`config.mk`:
```
export PLATFORM = sky130hd
export DESIGN_NAME = fsc_fault_status
export DESIGN_NICKNAME = d
export VERILOG_FILES = /design/src/core/fsc_pkg.sv /design/src/core/fsc_w1c_field.sv /design/src/core/fsc_access_decode.sv /design/src/core/fsc_fault_status.sv
export VERILOG_INCLUDE_DIRS = /design/src /design/src/core
export SDC_FILE = /design/constraint.sdc
export NUM_CORES = 1
export LEC_CHECK = 0
export ABC_AREA = 0
export BUFFER_PORTS_ARGS = -buffer_cell sky130_fd_sc_hd__buf_2
export CAP_MARGIN = 20
export CORE_AREA = 2 2 72 74
export CTS_CLUSTER_SIZE = 8
export DETAILED_ROUTE_END_ITERATION = 12
export DIE_AREA = 0 0 74 76
export PLACE_DENSITY = 0.82
export SLEW_MARGIN = 20
export SYNTH_ARGS = -nofsm -noshare
export SYNTH_HDL_FRONTEND = slang
export SYNTH_SLANG_ARGS = --single-unit
```
`constraint.sdc`:
```
create_clock -name clk -period 1 [get_ports clk]
set_clock_uncertainty 0.2 [all_clocks]
set_input_delay 0.1 -clock clk [delete_from_list [all_inputs] [get_ports clk]]
set_output_delay 0.1 -clock clk [all_outputs]
set_load 0.1 [all_outputs]
```
`src/core/fsc_consts.svh`:
```
// Holds the offsets, bit positions, masks and reset values of the fault status capture block.
// Assumes it is included by bare name from package and modules alike.
`ifndef FSC_CONSTS_SVH
`define FSC_CONSTS_SVH

// Register offsets in the system control space.
`define FSC_CTRL_OFS     12'hD24
`define FSC_FAULT_OFS    12'hD28
`define FSC_BUSB_OFS     12'hD29
`define FSC_USAGEH_OFS   12'hD2A

// Handler state control bit positions.
`define FSC_MEM_ACT_BIT  0
`define FSC_BUS_ACT_BIT  1

// Usage fault bit positions in the full word.
`define FSC_UNDECODABLE_INSTRUCTION_FLAG_BIT    16
`define FSC_BADSTATE_BIT 17
`define FSC_BADRET_BIT   18
`define FSC_MISSING_COPROCESSOR_FLAG_BIT     19
`define FSC_MISALIGN_BIT 24
`define FSC_DIVIDE_ZERO_FLAG_BIT     25

// Bus fault bit positions in the full word.
`define FSC_INSTRUCTION_BUS_ERROR_FLAG_BIT     8
`define FSC_PRECISE_BIT  9
`define FSC_IMPRECISE_BUS_ERROR_FLAG_BIT    10
`define FSC_UNSTK_BIT    11
`define FSC_STK_BIT      12
`define FSC_LAZYFP_BIT   13
`define FSC_BUS_ADDRESS_VALID_BIT    15

// Subfield bounds and implemented bit masks.
`define FSC_USAGE_LSB    16
`define FSC_BUS_LSB      8
`define FSC_USAGE_IMPL   16'h030F
`define FSC_BUS_IMPL     8'hBF

// Reset values.
`define FSC_FAULT_RST    32'h0000_0000
`define FSC_CTRL_RST     2'h0
`define FSC_RDATA_RST    32'h0000_0000

// Byte lane masks.
`define FSC_LANES_NONE   4'h0
`define FSC_LANES_B0     4'h1
`define FSC_LANES_B1     4'h2
`define FSC_LANES_LOWH   4'h3
`define FSC_LANES_HIGHH  4'hC
`define FSC_LANES_ALL    4'hF

`endif

```
`src/core/fsc_pkg.sv`:
```
// Holds the types shared by the fault status capture block.
// Assumes fsc_consts.svh sits beside it.
`include "fsc_consts.svh"

package fsc_pkg;

    // Width of an access on the register port.
    typedef enum logic [1:0] {
        FSC_SZ_BYTE,
        FSC_SZ_HALF,
        FSC_SZ_WORD
    } fsc_size_t;

    // One register port request.
    typedef struct packed {
        logic [11:0] addr;
        logic [31:0] wdata;
        fsc_size_t   size;
        logic        wr;
        logic        rd;
        logic        priv;
    } fsc_bus_req_t;

    // Fault events reported by the core, one-cycle pulses.
    typedef struct packed {
        logic divide_zero;
        logic misaligned;
        logic misaligned_multi;
        logic no_coproc;
        logic bad_return;
        logic bad_state;
        logic undecodable_instruction_flag_instr;
        logic bus_addr_known;
        logic mem_fault_later;
        logic stacking_err;
        logic unstacking_err;
        logic imprecise_err;
        logic precise_err;
        logic instr_bus_err;
        logic lazy_fp_err;
    } fsc_events_t;

    // Register state of the top module.
    typedef struct packed {
        logic [1:0]  active;
        logic [31:0] rdata;
        logic        err;
    } fsc_state_t;

endpackage

```
`src/core/fsc_w1c_field.sv`:
```
// Holds a sticky field of flags set by hardware and cleared by writing ones.
// Assumes set and clear masks are one-cycle, synchronous to clk.
`timescale 1ns/1ns

module fsc_w1c_field
    import fsc_pkg::*;
#(
    parameter int unsigned  W    = 8,
    parameter logic [W-1:0] IMPL = '1
) (
    input  wire logic         clk,
    input  wire logic         arst_n,
    input  wire logic [W-1:0] set,
    input  wire logic [W-1:0] clr,
    output logic      [W-1:0] q
);
    typedef struct packed {
        logic [W-1:0] flags;
    } fsc_flags_t;

    fsc_flags_t st_q;
    fsc_flags_t st_d;

    // A set in the same cycle as a clear wins; unimplemented bits stay zero.
    always_comb begin
        st_d.flags = ((st_q.flags & ~clr) | set) & IMPL;
    end

    // Flags start at zero.
    always_ff @(posedge clk or negedge arst_n) begin
        if (!arst_n) begin
            st_q <= '0;
        end else begin
            st_q <= st_d;
        end
    end

    assign q = st_q.flags;

endmodule

```
`src/core/fsc_access_decode.sv`:
```
// Decodes a register port request into a target and its byte lanes.
// Assumes the request is synchronous to clk and strobes are one cycle long.
`timescale 1ns/1ns
`include "fsc_consts.svh"

module fsc_access_decode
    import fsc_pkg::*;
(
    input  wire fsc_bus_req_t req,
    output logic              hit_fault,
    output logic              hit_ctrl,
    output logic              refused,
    output logic [3:0]        lanes
);
    // Only the listed width and offset pairs map; others and user-mode accesses are refused.
    always_comb begin
        hit_fault = 1'b0;
        hit_ctrl  = 1'b0;
        lanes     = `FSC_LANES_NONE;
        if (req.priv) begin
            case (req.size)
                FSC_SZ_WORD: begin
                    if (req.addr == `FSC_FAULT_OFS) begin
                        hit_fault = 1'b1;
                        lanes     = `FSC_LANES_ALL;
                    end else if (req.addr == `FSC_CTRL_OFS) begin
                        hit_ctrl = 1'b1;
                        lanes    = `FSC_LANES_ALL;
                    end
                end
                FSC_SZ_HALF: begin
                    hit_fault = (req.addr == `FSC_FAULT_OFS) || (req.addr == `FSC_USAGEH_OFS);
                    lanes     = (req.addr == `FSC_FAULT_OFS)  ? `FSC_LANES_LOWH :
                                (req.addr == `FSC_USAGEH_OFS) ? `FSC_LANES_HIGHH : `FSC_LANES_NONE;
                end
                FSC_SZ_BYTE: begin
                    hit_fault = (req.addr == `FSC_FAULT_OFS) || (req.addr == `FSC_BUSB_OFS);
                    lanes     = (req.addr == `FSC_FAULT_OFS) ? `FSC_LANES_B0 :
                                (req.addr == `FSC_BUSB_OFS)  ? `FSC_LANES_B1 : `FSC_LANES_NONE;
                end
                default: begin
                    lanes = `FSC_LANES_NONE;
                end
            endcase
        end
        refused = (req.wr || req.rd) && !hit_fault && !hit_ctrl;
    end

endmodule

```
`src/core/fsc_fault_status.sv`:
```
// Holds the fault status capture block: handler active flags and the sticky fault cause word.
// Assumes one clock, privileged status given per access, and trap enables driven by the core.
//
// Our own choice: the strobed register port.
`timescale 1ns/1ns
`include "fsc_consts.svh"

module fsc_fault_status
    import fsc_pkg::*;
(
    input  wire logic         clk,
    input  wire logic         arst_n,
    input  wire fsc_bus_req_t req,
    input  wire fsc_events_t  ev,
    input  wire logic         div_trap_en,
    input  wire logic         misalign_trap_en,
    output logic       [31:0] rdata_q,
    output logic              err_q,
    output logic       [31:0] fault_status_q,
    output logic       [1:0]  active_q
);

    ////////////////////////////////////////////////////////////////////////////////////////////////
    // Access decode
    ////////////////////////////////////////////////////////////////////////////////////////////////

    logic        hit_fault;
    logic        hit_ctrl;
    logic        refused;
    logic [3:0]  lanes;
    logic [31:0] lane_mask;
    logic [31:0] sw_clr;
    logic [31:0] hw_set;
    logic [31:0] hw_clr;
    logic [31:0] status_w;
    logic [15:0] usage_q;
    logic [7:0]  bus_q;

    // Decoder resolves target, lanes and refusal of unmapped or user-mode accesses.
    fsc_access_decode u_decode (
        .req       (req),
        .hit_fault (hit_fault),
        .hit_ctrl  (hit_ctrl),
        .refused   (refused),
        .lanes     (lanes)
    );

    // Byte lanes widen into a bit mask.
    always_comb begin
        lane_mask = {{8{lanes[3]}}, {8{lanes[2]}}, {8{lanes[1]}}, {8{lanes[0]}}};
    end

    ////////////////////////////////////////////////////////////////////////////////////////////////
    // Fault cause capture
    ////////////////////////////////////////////////////////////////////////////////////////////////

    // Ones written into the accessed lanes clear flags; zeros do nothing.
    always_comb begin
        sw_clr = (req.wr && hit_fault) ? (req.wdata & lane_mask) : 32'h0000_0000;
    end

    // Core events turn into set requests, gated by the trap enables where required.
    always_comb begin
        hw_set                    = 32'h0000_0000;
        hw_set[`FSC_DIVIDE_ZERO_FLAG_BIT]     = ev.divide_zero && div_trap_en;
        hw_set[`FSC_MISALIGN_BIT] = (ev.misaligned && misalign_trap_en) || ev.misaligned_multi;
        hw_set[`FSC_MISSING_COPROCESSOR_FLAG_BIT]     = ev.no_coproc;
        hw_set[`FSC_BADRET_BIT]   = ev.bad_return;
        hw_set[`FSC_BADSTATE_BIT] = ev.bad_state && !ev.undecodable_instruction_flag_instr;
        hw_set[`FSC_UNDECODABLE_INSTRUCTION_FLAG_BIT]    = ev.undecodable_instruction_flag_instr;
        hw_set[`FSC_BUS_ADDRESS_VALID_BIT]    = ev.bus_addr_known;
        hw_set[`FSC_LAZYFP_BIT]   = ev.lazy_fp_err;
        hw_set[`FSC_STK_BIT]      = ev.stacking_err;
        hw_set[`FSC_UNSTK_BIT]    = ev.unstacking_err;
        hw_set[`FSC_IMPRECISE_BUS_ERROR_FLAG_BIT]    = ev.imprecise_err;
        hw_set[`FSC_PRECISE_BIT]  = ev.precise_err;
        hw_set[`FSC_INSTRUCTION_BUS_ERROR_FLAG_BIT]     = ev.instr_bus_err;
    end

    // A later memory fault invalidates the captured bus fault address.
    always_comb begin
        hw_clr                 = sw_clr;
        hw_clr[`FSC_BUS_ADDRESS_VALID_BIT] = sw_clr[`FSC_BUS_ADDRESS_VALID_BIT] || ev.mem_fault_later;
    end

    // Usage subfield in the upper half.
    fsc_w1c_field #(
        .W    (16),
        .IMPL (`FSC_USAGE_IMPL)
    ) u_usage (
        .clk    (clk),
        .arst_n (arst_n),
        .set    (hw_set[31:16]),
        .clr    (hw_clr[31:16]),
        .q      (usage_q)
    );

    // Bus subfield in byte one.
    fsc_w1c_field #(
        .W    (8),
        .IMPL (`FSC_BUS_IMPL)
    ) u_bus (
        .clk    (clk),
        .arst_n (arst_n),
        .set    (hw_set[15:8]),
        .clr    (hw_clr[15:8]),
        .q      (bus_q)
    );

    // The memory subfield has no causes here and reads as zero.
    always_comb begin
        status_w = {usage_q, bus_q, 8'h00};
    end

    ////////////////////////////////////////////////////////////////////////////////////////////////
    // Active flags and read port
    ////////////////////////////////////////////////////////////////////////////////////////////////

    fsc_state_t st_q;
    fsc_state_t st_d;

    // Next state: active flags on a control write, read data only in the cycle after a read.
    always_comb begin
        st_d       = st_q;
        st_d.rdata = `FSC_RDATA_RST;
        st_d.err   = refused;
        if (req.wr && hit_ctrl) begin
            st_d.active[`FSC_BUS_ACT_BIT] = req.wdata[`FSC_BUS_ACT_BIT];
            st_d.active[`FSC_MEM_ACT_BIT] = req.wdata[`FSC_MEM_ACT_BIT];
        end
        if (req.rd && hit_fault) begin
            st_d.rdata = status_w & lane_mask;
        end else if (req.rd && hit_ctrl) begin
            st_d.rdata = {30'h0000_0000, st_q.active};
        end
    end

    // State register with constant reset values.
    always_ff @(posedge clk or negedge arst_n) begin
        if (!arst_n) begin
            st_q.active <= `FSC_CTRL_RST;
            st_q.rdata  <= `FSC_RDATA_RST;
            st_q.err    <= 1'b0;
        end else begin
            st_q <= st_d;
        end
    end

    // Outputs come straight from flip-flops.
    assign rdata_q        = st_q.rdata;
    assign err_q          = st_q.err;
    assign active_q       = st_q.active;
    assign fault_status_q = status_w;
endmodule

```
# Word level (Yosys, flattened, before mapping)

Index checks and enable logic that the tools add are counted.

Word-level logic and storage cells: 55
Register bits after elaboration: 48

Bitwise operators: 8
Mux-type cells: 18
Equal/unequal tests: 6
Reduce and logical (&&, ||, !) cells: 18

Operators by type and width:

| cell                                                            | number |
|---|---|
| 12-bit == test, second input constant                           | 4 |
| 26-bit by 32-bit bitwise AND with 32-bit output                 | 1 |
| 32-bit 2-to-1 mux                                               | 1 |
| 26-bit bitwise AND                                              | 1 |
| 26-bit 2-to-1 mux                                               | 1 |
| 4-bit 2-to-1 mux                                                | 6 |
| 4-bit case mux with 3 select lines                              | 1 |
| 10-bit bitwise AND                                              | 1 |
| 10-bit inverter                                                 | 1 |
| 10-bit OR                                                       | 1 |
| 1-bit logical AND                                               | 9 |
| 8-bit bitwise AND                                               | 1 |
| 8-bit inverter                                                  | 1 |
| 8-bit OR                                                        | 1 |
| 1-bit 2-to-1 mux                                                | 6 |
| 1-bit logical OR                                                | 5 |
| 2-bit 2-to-1 mux                                                | 2 |
| 1-bit logical NOT                                               | 3 |
| 1-bit case mux with 3 select lines                              | 1 |
| 2-bit by 1-bit == test with 1-bit output, second input constant | 1 |
| 2-bit == test, second input constant                            | 1 |
| 2-bit logical NOT                                               | 1 |

# Longest topological paths before layout

Gate-level depths: netlist of the first run.

Depth after elaboration: 11
Mapped depth: 4

# Cells and area by module

From an unflattened synthesis of the first run, not the netlist that was laid out.

Cells, all modules: 185
Area total of the unflattened synthesis: 2,042.0 sq um

Modules (own cells, without submodules):

| module                  | area an instance (sq um) | cells an instance | sequential area each (sq um) | times used |
|---|---|---|---|---|
| fsc_fault_status        | 1,251.2                  | 107               | 725.7                        | 1 |
| fsc_w1c_field (u_usage) | 296.5                    | 29                | 150.1                        | 1 |
| fsc_w1c_field (u_bus)   | 265.3                    | 23                | 175.2                        | 1 |
| fsc_access_decode       | 229.0                    | 26                | 0.0                          | 1 |

# Worst setup path after synthesis of the first run

Ideal clock, no wire load.

Path type: register to register
From: reg u_usage.st_q (netlist bit u_usage.q[9])
To: reg u_usage.st_q (netlist bit u_usage.q[9])
Data required time: 0.723 ns
Arrival time: 1.273 ns
Stages on the path, launching flop included: 4
Library setup time: 0.077 ns
Setup slack: -0.550 ns
Path through: dfrtp_1 > inv_1 > a2bb2oi_1 > o21ai_1

RTL lines:

| item                   | line                | text |
|---|---|---|
| from (decl)            | fsc_w1c_field.sv:21 | `fsc_flags_t st_q;` |
| from (signal assigned) | fsc_w1c_field.sv:34 | `st_q <= st_d;` |

# Final worst setup path of the first run

From: reg u_usage.st_q (netlist bit u_usage.q[9])
To: out fault_status_q[25]

RTL lines:

| item      | line                   | text |
|---|---|---|
| to (decl) | fsc_fault_status.sv:19 | `output logic [31:0] fault_status_q,` |

No word-level cell between the ends.

==> results of run 1 <==
==> timing repair <==
action	4_1_cts	5_1_grt
setup endpoints to repair	62	62
resized for setup	29	20
pin swaps	28	10
setup buffers	16	6
hold endpoints to repair	47	6
==> power by group through the flow <==
stage | sequential, mW | clock (mW) | combinational, mW
4_1_cts | 1.26 | 1.27 | 0.996
2_1_floorplan | 1.32 | 0 | 0.750
6_report | 1.27 | 1.25 | 1.03
3_3_place_gp | 1.29 | 0 | 0.878
3_5_place_dp | 1.29 | 0 | 0.887
5_1_grt | 1.27 | 1.34 | 1.07
==> layer usage <==
layer,GRT usage [%],routed length [um],up-vias
met4,5.82,106,0
met2,30.5,2630,90
met1,17.3,1630,718
met3,3.97,413,11
met5,0,0,-
li1,-,-,732
==> worst min path at each step <==
| stage | start | to | slack [ps] | cells after the start |
|---|---|---|---|---|
| after floorplan | arst_n | err_q | -400 | 0 |
| after global placement | arst_n | rdata_q[17] | -130 | 2 |
| after detailed placement | arst_n | rdata_q[24] | -130 | 2 |
| after CTS | ev[12] | u_usage.q[8] | -160 | 3 |
| after global routing | ev[12] | u_usage.q[8] | -160 | 3 |
| final | ev[12] | u_usage.q[8] | -160 | 3 |
==> synth_stat cells, types with 2 or more instances <==
| cell | count |
|---|---|
| nor2_4 | 2 |
| and2_1 | 15 |
| a21oi_1 | 2 |
| a31oi_1 | 10 |
| o21ai_1 | 3 |
| o21ai_0 | 2 |
| nand3b_1 | 2 |
| buf_4 | 36 |
| nor2_1 | 15 |
| inv_1 | 14 |
| dfrtp_1 | 31 |
| nand2_1 | 2 |
==> critical path, delay by kind of cell, from the launching register on <==
| family | cells | cell delay [ps] |
|---|---|---|
| buf+inv | 2 | 270 |
| flops | 1 | 480 |
==> layout make-up <==
cell class / instances / area, um^2 / share of cell area (%)
repair buffers: 142 / 1500 / 44.5
flip-flops and latches: 31 / 840 / 24.8
multi-input cells: 108 / 779 / 23.1
well taps: 70 / 87.6 / 2.59
clock buffers: 6 / 82.6 / 2.44
inverters: 14 / 52.6 / 1.55
clock inverters: 2 / 35.0 / 1.04
==> state kept, by name, summed over array words and instances (netlist names) <==
name / count
active_q: 2
err_q: 1
rdata_q: 15
u_bus.q: 7
u_usage.q: 6
==> per-stage QoR <==
step / cell area (um^2) / util [%] / instances / power (mW) / setup slack, ps
global placement: 2640 / 53.8 / 321 / 2.17 / -524
global route: 3380 / 68.8 / 373 / 3.67 / -345
floorplan: 1820 / - / 189 / 2.07 / -498
finish: 3380 / 68.8 / 373 / 3.54 / -326
CTS: 3250 / 66.2 / 368 / 3.53 / -333
detailed placement: 2640 / 53.8 / 321 / 2.18 / -574
==> logic make-up after synthesis <==
group,after synthesis,share of synthesized area [%]
buf+inv,50,20.5
xor+xnor,1,0.556
mux,2,1.43
other cells,1,0.238
compound gates,24,10.4
simple gates,45,17.7
flops,31,49.2
==> out/qor.yml, run 1 <==
status: "finished with violations"
violations: "negative hold slack, negative setup slack"
routed_wl_um: 4780
cts_buffers: 5
area_growth_pct: 114
cts_tree: "done"
slowest_delay_ps: 480
grt_pass1_vias: 1572
period_needed_ps: 1330
synth_area_um2: 1580
r2r_cells: 2
regToRegStartpoint: "active_q[1]"
gp_congestion: 0.725
track_usage_pct: 16.4
wl_per_cell_um: 12.8
p_seq_share_pct: 35.7
tns_ps: -11670
path_cells: "buf_6, buf_12"
synth_top_area_share_pct: 49.2
p_int_mw: 2.31
maxCapViolations: 0
dr.pass1.iters: 4
synth_largest_area_cell: "dfrtp_1"
drc: 0
htree_levels: 2
layout.nets: 370
dr.first_iter.drc_count: 44
critPathKind: "reg2out"
ant_nets: 0
ir_drop_mv: 0.706
synth_seq_area_share_pct: 49.2
grt_max_degree: 32
pwr-share-comb_pct: 29.0
synth_area_leaders: "dfrtp_1 (49%), buf_4 (17%), and2_1 (6.0%), a31oi_1 (4.0%), nor2_1 (3.6%)"
n_antenna_cell: 0
die_w_um: 74
ys_types: 32
die_y_um: 76
final-hold-violation-count: 6
p_sw_mw: 1.23
clk_pin_slew_worst_paths_ps: 60
clk_latency_ps: 280
ys_async_sr_fraction_pct: 100
end_kind: "output pin"
final_common_cell: "buf_2"
fin_crit_sh_pct: 133
crit-reg2reg-capture: "active_q[1]"
crit_arrival_ps: 1030
fillers: 340
grt_antenna_before_repair: 0
synth-edff-count: 0
ctsRootBufferMaster: "clkbuf_8"
worst_setup_path_start_kind: "flip-flop"
cp_data_required_time_ps: 700
synth-seq-cells: 31
synth_flop_cell: "dfrtp_1"
setup_viol: 62
powerDensity_nw_per_um2: 1050
die_area_um2: 5620
syn_inst: 154
layout_setup_ws_ps: -326
power_leakage_nw: 1.55
clockBufferDepth: 2
port_buffers: 81
clkSinkCount: 31
slowest_stage: "dfrtp_4"
worstSetupStartpoint: "u_usage.q[9]"
core-area_um2: 4910
postCtsHoldBufs: 23
grt-ovfl-total: 0
slew_violations: 0
fp-row-count: 26
most-common-layout-cells: "buf_2 (46), conb_1 (36), buf_12 (32)"
via_per_inst: 4.16
vias: 1551
yosys_warnings: 0
drive_above_1_share_pct: 62.0
crit_end: "fault_status_q[25]"
grt_pass1_wl_um: 7190
pin_count: 135
max_freq_mhz: 754
rrSetupSlack_ps: -190
rsz0062_at_grt: "true"
min_path_type: "in2reg"
dp_hpwl_um: 2980
synth.avg_cell_area_um2: 10.2
p_clk_share_pct: 35.3
crit_fanout: 2
swShare_pct: 34.8
whs_ps: -164
start_util_pct: 32.1
Note: power is estimated with default switching activity, not from simulation.
==> inputs of run 2 (changes only) <==
CAP_MARGIN = unset   (was 20)
CORE_AREA = 2 2 66 68   (was 2 2 72 74)
DIE_AREA = 0 0 68 70   (was 0 0 74 76)
PLACE_DENSITY = 0.91   (was 0.82)
clock period = 1.6 ns   (was 1 ns; I/O delays follow)
==> out/qor.yml, run 2 (synthesis results as in run 1) <==
grt-ovfl-total: 0  # unchanged
maxCapViolations: 0  # unchanged
die_y_um: 70  # -7.9%
power_leakage_nw: 1.25  # -20%
port_buffers: 81  # unchanged
worst_setup_path_start_kind: "primary input"
grt_max_degree: 32  # unchanged
gp_congestion: 0.795  # +9.7%
setup_viol: 0  # -100%
min_path_type: "in2reg"
clkSinkCount: 31  # unchanged
grt_pass1_wl_um: 6560  # -8.8%
status: "complete, no violations"
dpl_cell_area_um2: 1980  # -25%
dp_hpwl_um: 2700  # -9.5%
start_util_pct: 38.0  # +5.9 points
cts_resized: 0  # -100%
crit_fanout: 2  # unchanged
area_growth_pct: 51.9
use_met3_pct: 2.09  # -1.9 points
routed_wl_um: 4510  # -5.7%
vias: 1520  # -2.0%
grtUsageMet2_pct: 34.6  # +4.1 points
track_usage_pct: 18.6  # +2.2 points
grt_pass1_vias: 1456  # -7.4%
ant_nets: 0  # unchanged
layout_setup_ws_ps: 48.8  # +375 ps
cts_buffers: 5  # unchanged
wl_per_cell_um: 13.4  # +4.3%
ir_drop_mv: 0.265  # -62%
powerDensity_nw_per_um2: 816  # -22%
totalPowerFinal_mw: 1.95  # -45%
dp.cells: 296  # -7.8%
worst_pin_slew_ps: 656
layout.cells.non_filler: 337  # -9.7%
clockBufferDepth: 2  # unchanged
fin_util_pct: 57.8  # -11 points
fp-row-count: 24  # -7.7%
final-hold-violation-count: 0  # -6
fillers: 331  # -2.6%
layout.nets: 352  # -4.9%
dr.first_iter.drc_count: 79  # +80%
ctsRootBufferMaster: "clkbuf_8"
via_per_inst: 4.51  # +8.5%
grt_antenna_before_repair: 0  # unchanged
rsz0062_at_grt: "false"
core-area_um2: 4140  # -16%
final_common_cell: "buf_2"
slew_headroom_pct: 56.2
cp_data_required_time_ps: 1540  # +840 ps
drive_above_1_share_pct: 36.1  # -26 points
die_area_um2: 4760  # -15%
most-common-layout-cells: "buf_2 (81), conb_1 (36), dlygate4sd3_1 (33)"
dr.pass1.iters: 4  # unchanged
clk_pin_slew_worst_paths_ps: 60  # about the same
pin_count: 135  # unchanged
critPathKind: "in2reg"
die_w_um: 68  # -8.1%
globalRouteMet1Util_pct: 18.1  # +0.84 points
clk_latency_ps: 270  # about the same
dp_slack_ps: -125  # +449 ps
fin_crit_sh_pct: 96.9
htree_levels: 2  # unchanged
period_needed_ps: 1550
max_freq_mhz: 645
end_kind: "flip-flop"
n_antenna_cell: 0  # unchanged
crit_arrival_ps: 1490  # +460 ps
final_area_um2: 2390  # -29%
grt_busiest_layer: "met2"
slew_violations: 0  # unchanged
drc: 0  # unchanged
largest_reg_flops: 15  # unchanged
cts_tree: "done"
[run 2: layout make-up]
type	count	area [um^2]	share of cell area (%)
repair buffers	124	811	33.9
flip-flops and latches	31	776	32.4
multi-input cells	108	609	25.4
clock buffers	7	76.3	3.19
well taps	52	65.1	2.72
inverters	14	52.6	2.19
clock inverters	1	5.00	0.209
[run 2: worst paths after layout]
path	start	slack, ps	to	depth (start not counted)
hold reg to reg	u_bus.q[2]	320	rdata_q[10]	1
setup / recovery	req[2]	50	err_q	5
setup reg to reg	u_usage.q[9]	470	u_usage.q[9]	3
hold / removal	req[22]	30	u_usage.q[1]	4
max in group asynchronous	arst_n	530	rdata_q[13]	2
min in group asynchronous	arst_n	240	rdata_q[18]	2
[run 2: critical path: stages]
cell           delay (ps)
buf_2                 110
dlygate4sd3_1         550
nor2_1                 80
dlygate4sd3_1         550
a41oi_1                40
[run 2: repair_timing]
item                                    CTS  global route
hold endpoints to repair                 47             0
endpoints found under the setup margin    0             0
setup buffers                             0             0
hold buffers                             33             0
[run 2: metal layers]
layer / wire length [um] / part of all wire, %
met1: 1600 / 36
met2: 2450 / 54
met3: 251 / 5.6
met4: 201 / 4.5
met5: 0 / 0
[run 2: stage by stage]
step | hold slack, ps | TNS, ps
6_report | 33.0 | 0
5_1_grt | 43.7 | 0
4_1_cts | 11.0 | 0
3_5_place_dp | 26.0 | -1140
3_3_place_gp | 11.8 | -804
2_1_floorplan | -336 | 0
[run 2: power breakdown]
part           internal (mW)  leakage [nW]  switching [mW]
clock                  0.304        0.0422           0.263
combinational          0.125         0.841           0.472
sequential             0.787         0.364         0.00158
total                   1.22          1.25           0.736
==> inputs of run 3 (changes only) <==
GPL_TIMING_DRIVEN = 0   (was unset)
RECOVER_POWER = 25   (was unset)
==> out/qor.yml, run 3 (synthesis results as in run 1) <==
status: "complete, no violations"
vias: 1566  # +3.0%
clockBufferDepth: 2  # unchanged
gp_congestion: 0.818  # +2.8%
die_y_um: 70  # unchanged
worst_pin_slew_ps: 725  # +68.4 ps
holdPathStages: 4  # unchanged
die_area_um2: 4760  # unchanged
worst_setup_path_start_kind: "primary input"
fillers: 326  # -1.5%
rsz0062_at_grt: "false"
drc: 0  # unchanged
critPathKind: "in2reg"
crit_arrival_ps: 1510  # +20 ps
die_w_um: 68  # unchanged
min_path_type: "in2reg"
end_kind: "flip-flop"
p_clk_share_pct: 31.3  # +2.2 points
tns_ps: 0  # unchanged
dr.pass1.iters: 5  # +1
n_antenna_cell: 0  # unchanged
fp-row-count: 24  # unchanged
grt_max_degree: 32  # unchanged
maxCapViolations: 0  # unchanged
setup_viol: 0  # unchanged
final_common_cell: "buf_2"
crit_fanout: 1  # -1
ir_drop_mv: 0.310  # +17%
swShare_pct: 35.6  # -2.1 points
start_util_pct: 38.0  # unchanged
grt_antenna_before_repair: 0  # unchanged
clk_latency_ps: 270  # about the same
p_seq_share_pct: 37.5  # -2.9 points
powerDensity_nw_per_um2: 797  # -2.2%
largest_reg_flops: 15  # unchanged
htree_levels: 2  # unchanged
crit_end: "u_usage.q[9]"
wl_per_cell_um: 12.2  # -8.6%
pwr-share-comb_pct: 31.3  # +0.7 points
grt_pass1_wl_um: 6490  # -0.96%
cp_data_required_time_ps: 1570  # +30 ps
area_growth_pct: 67.4
pin_count: 135  # unchanged
cts_buffers: 5  # unchanged
most-common-layout-cells: "buf_2 (79), buf_4 (38), conb_1 (36)"
regToRegStartpoint: "u_usage.q[9]"
core-area_um2: 4140  # unchanged
grt_pass1_vias: 1540  # +5.8%
rrSetupSlack_ps: 100  # -370 ps
power_leakage_nw: 1.41  # +13%
via_per_inst: 4.29  # -4.9%
dr.first_iter.drc_count: 90  # +14%
worstSetupStartpoint: "ev[14]"
r2r_cells: 4  # +1
track_usage_pct: 18.8  # +0.14 points
dp.cells: 322  # +8.8%
period_needed_ps: 1550  # -5.81 ps
p_sw_uw: 748  # +1.6%
layout.nets: 380  # +8.0%
grt-ovfl-total: 0  # unchanged
port_buffers: 81  # unchanged
drive_above_1_share_pct: 43.1  # +7.0 points
layout.cells.non_filler: 365  # +8.3%
cts_tree: "done"
slew_headroom_pct: 51.7  # -4.6 points
routed_wl_um: 4460  # -0.95%
ant_nets: 0  # unchanged
slew_violations: 0  # unchanged
fin_crit_sh_pct: 96.6  # -0.36 points
p_int_mw: 1.36  # +11%
final-hold-violation-count: 0  # unchanged
dp_hpwl_um: 2760  # +2.4%
ctsRootBufferMaster: "clkbuf_8"
crit-reg2reg-capture: "u_usage.q[9]"
max_freq_mhz: 647  # +0.38%
clk_pin_slew_worst_paths_ps: 60  # about the same
clkSinkCount: 31  # unchanged
run 3: routing by layer:
| layer | routed length, um | track usage (%) | vias to the layer above |
|---|---|---|---|
| met5 | 0 | 0 | - |
| met4 | 221 | 13.8 | 0 |
| met3 | 290 | 4.83 | 20 |
| met2 | 2430 | 34.6 | 87 |
| met1 | 1520 | 16.4 | 702 |
| li1 | - | - | 757 |
run 3: area by class of cell:
| cell class | count | area (um^2) | share of cell area, % |
|---|---|---|---|
| inverters | 14 | 52.6 | 1.99 |
| plain buffers | 36 | 270 | 10.2 |
| repair buffers | 116 | 749 | 28.4 |
| flip-flops and latches | 31 | 776 | 29.4 |
| clock buffers | 8 | 100 | 3.79 |
| well taps | 52 | 65.1 | 2.47 |
| multi-input cells | 108 | 626 | 23.7 |
run 3: metrics by stage:
| step | instance area (um^2) | utilization, % | hold slack (ps) | setup WS [ps] | total power [mW] |
|---|---|---|---|---|---|
| 2_1_floorplan | 1710 | - | -336 | 32.3 | 1.29 |
| 3_3_place_gp | 2180 | 52.6 | 12.2 | -358 | 1.38 |
| 3_5_place_dp | 2180 | 52.6 | 26.0 | -402 | 1.38 |
| 4_1_cts | 2620 | 63.3 | 15.6 | 13.0 | 2.11 |
| 5_1_grt | 2640 | 63.7 | 44.5 | 16.1 | 2.18 |
| 6_report | 2640 | 63.7 | 34.5 | 54.7 | 2.10 |
run 3: worst min path at each step:
stage                       start      endpoint  slack (ps)
after detailed placement   arst_n   rdata_q[16]          30
after global routing      req[46]         err_q          40
after floorplan            arst_n   active_q[0]        -340
after CTS                   ev[6]    u_bus.q[7]          20
final                     req[46]   rdata_q[25]          30
after global placement     arst_n  u_usage.q[0]          10
run 3: critical path: stages:
cell           delay (ps)
dlygate4sd3_1         530
buf_2                 120
a2bb2oi_2              90
dlygate4sd3_1         540
o21ai_1                60
run 3: what timing repair did:
action	CTS	global route
gates resized for setup	1	3
hold buffers	34	0
setup buffers	0	2
pin swaps	0	1
endpoints found under the hold margin	48	0
setup endpoints to repair	7	11
run 3: power groups by stage:
| stage | Combinational, mW | Sequential (mW) | Clock (mW) |
|---|---|---|---|
| global placement | 0.577 | 0.803 | 0 |
| floorplan | 0.466 | 0.826 | 0 |
| global route | 0.685 | 0.788 | 0.705 |
| detailed placement | 0.582 | 0.803 | 0 |
| finish | 0.658 | 0.789 | 0.658 |
| CTS | 0.646 | 0.789 | 0.672 |
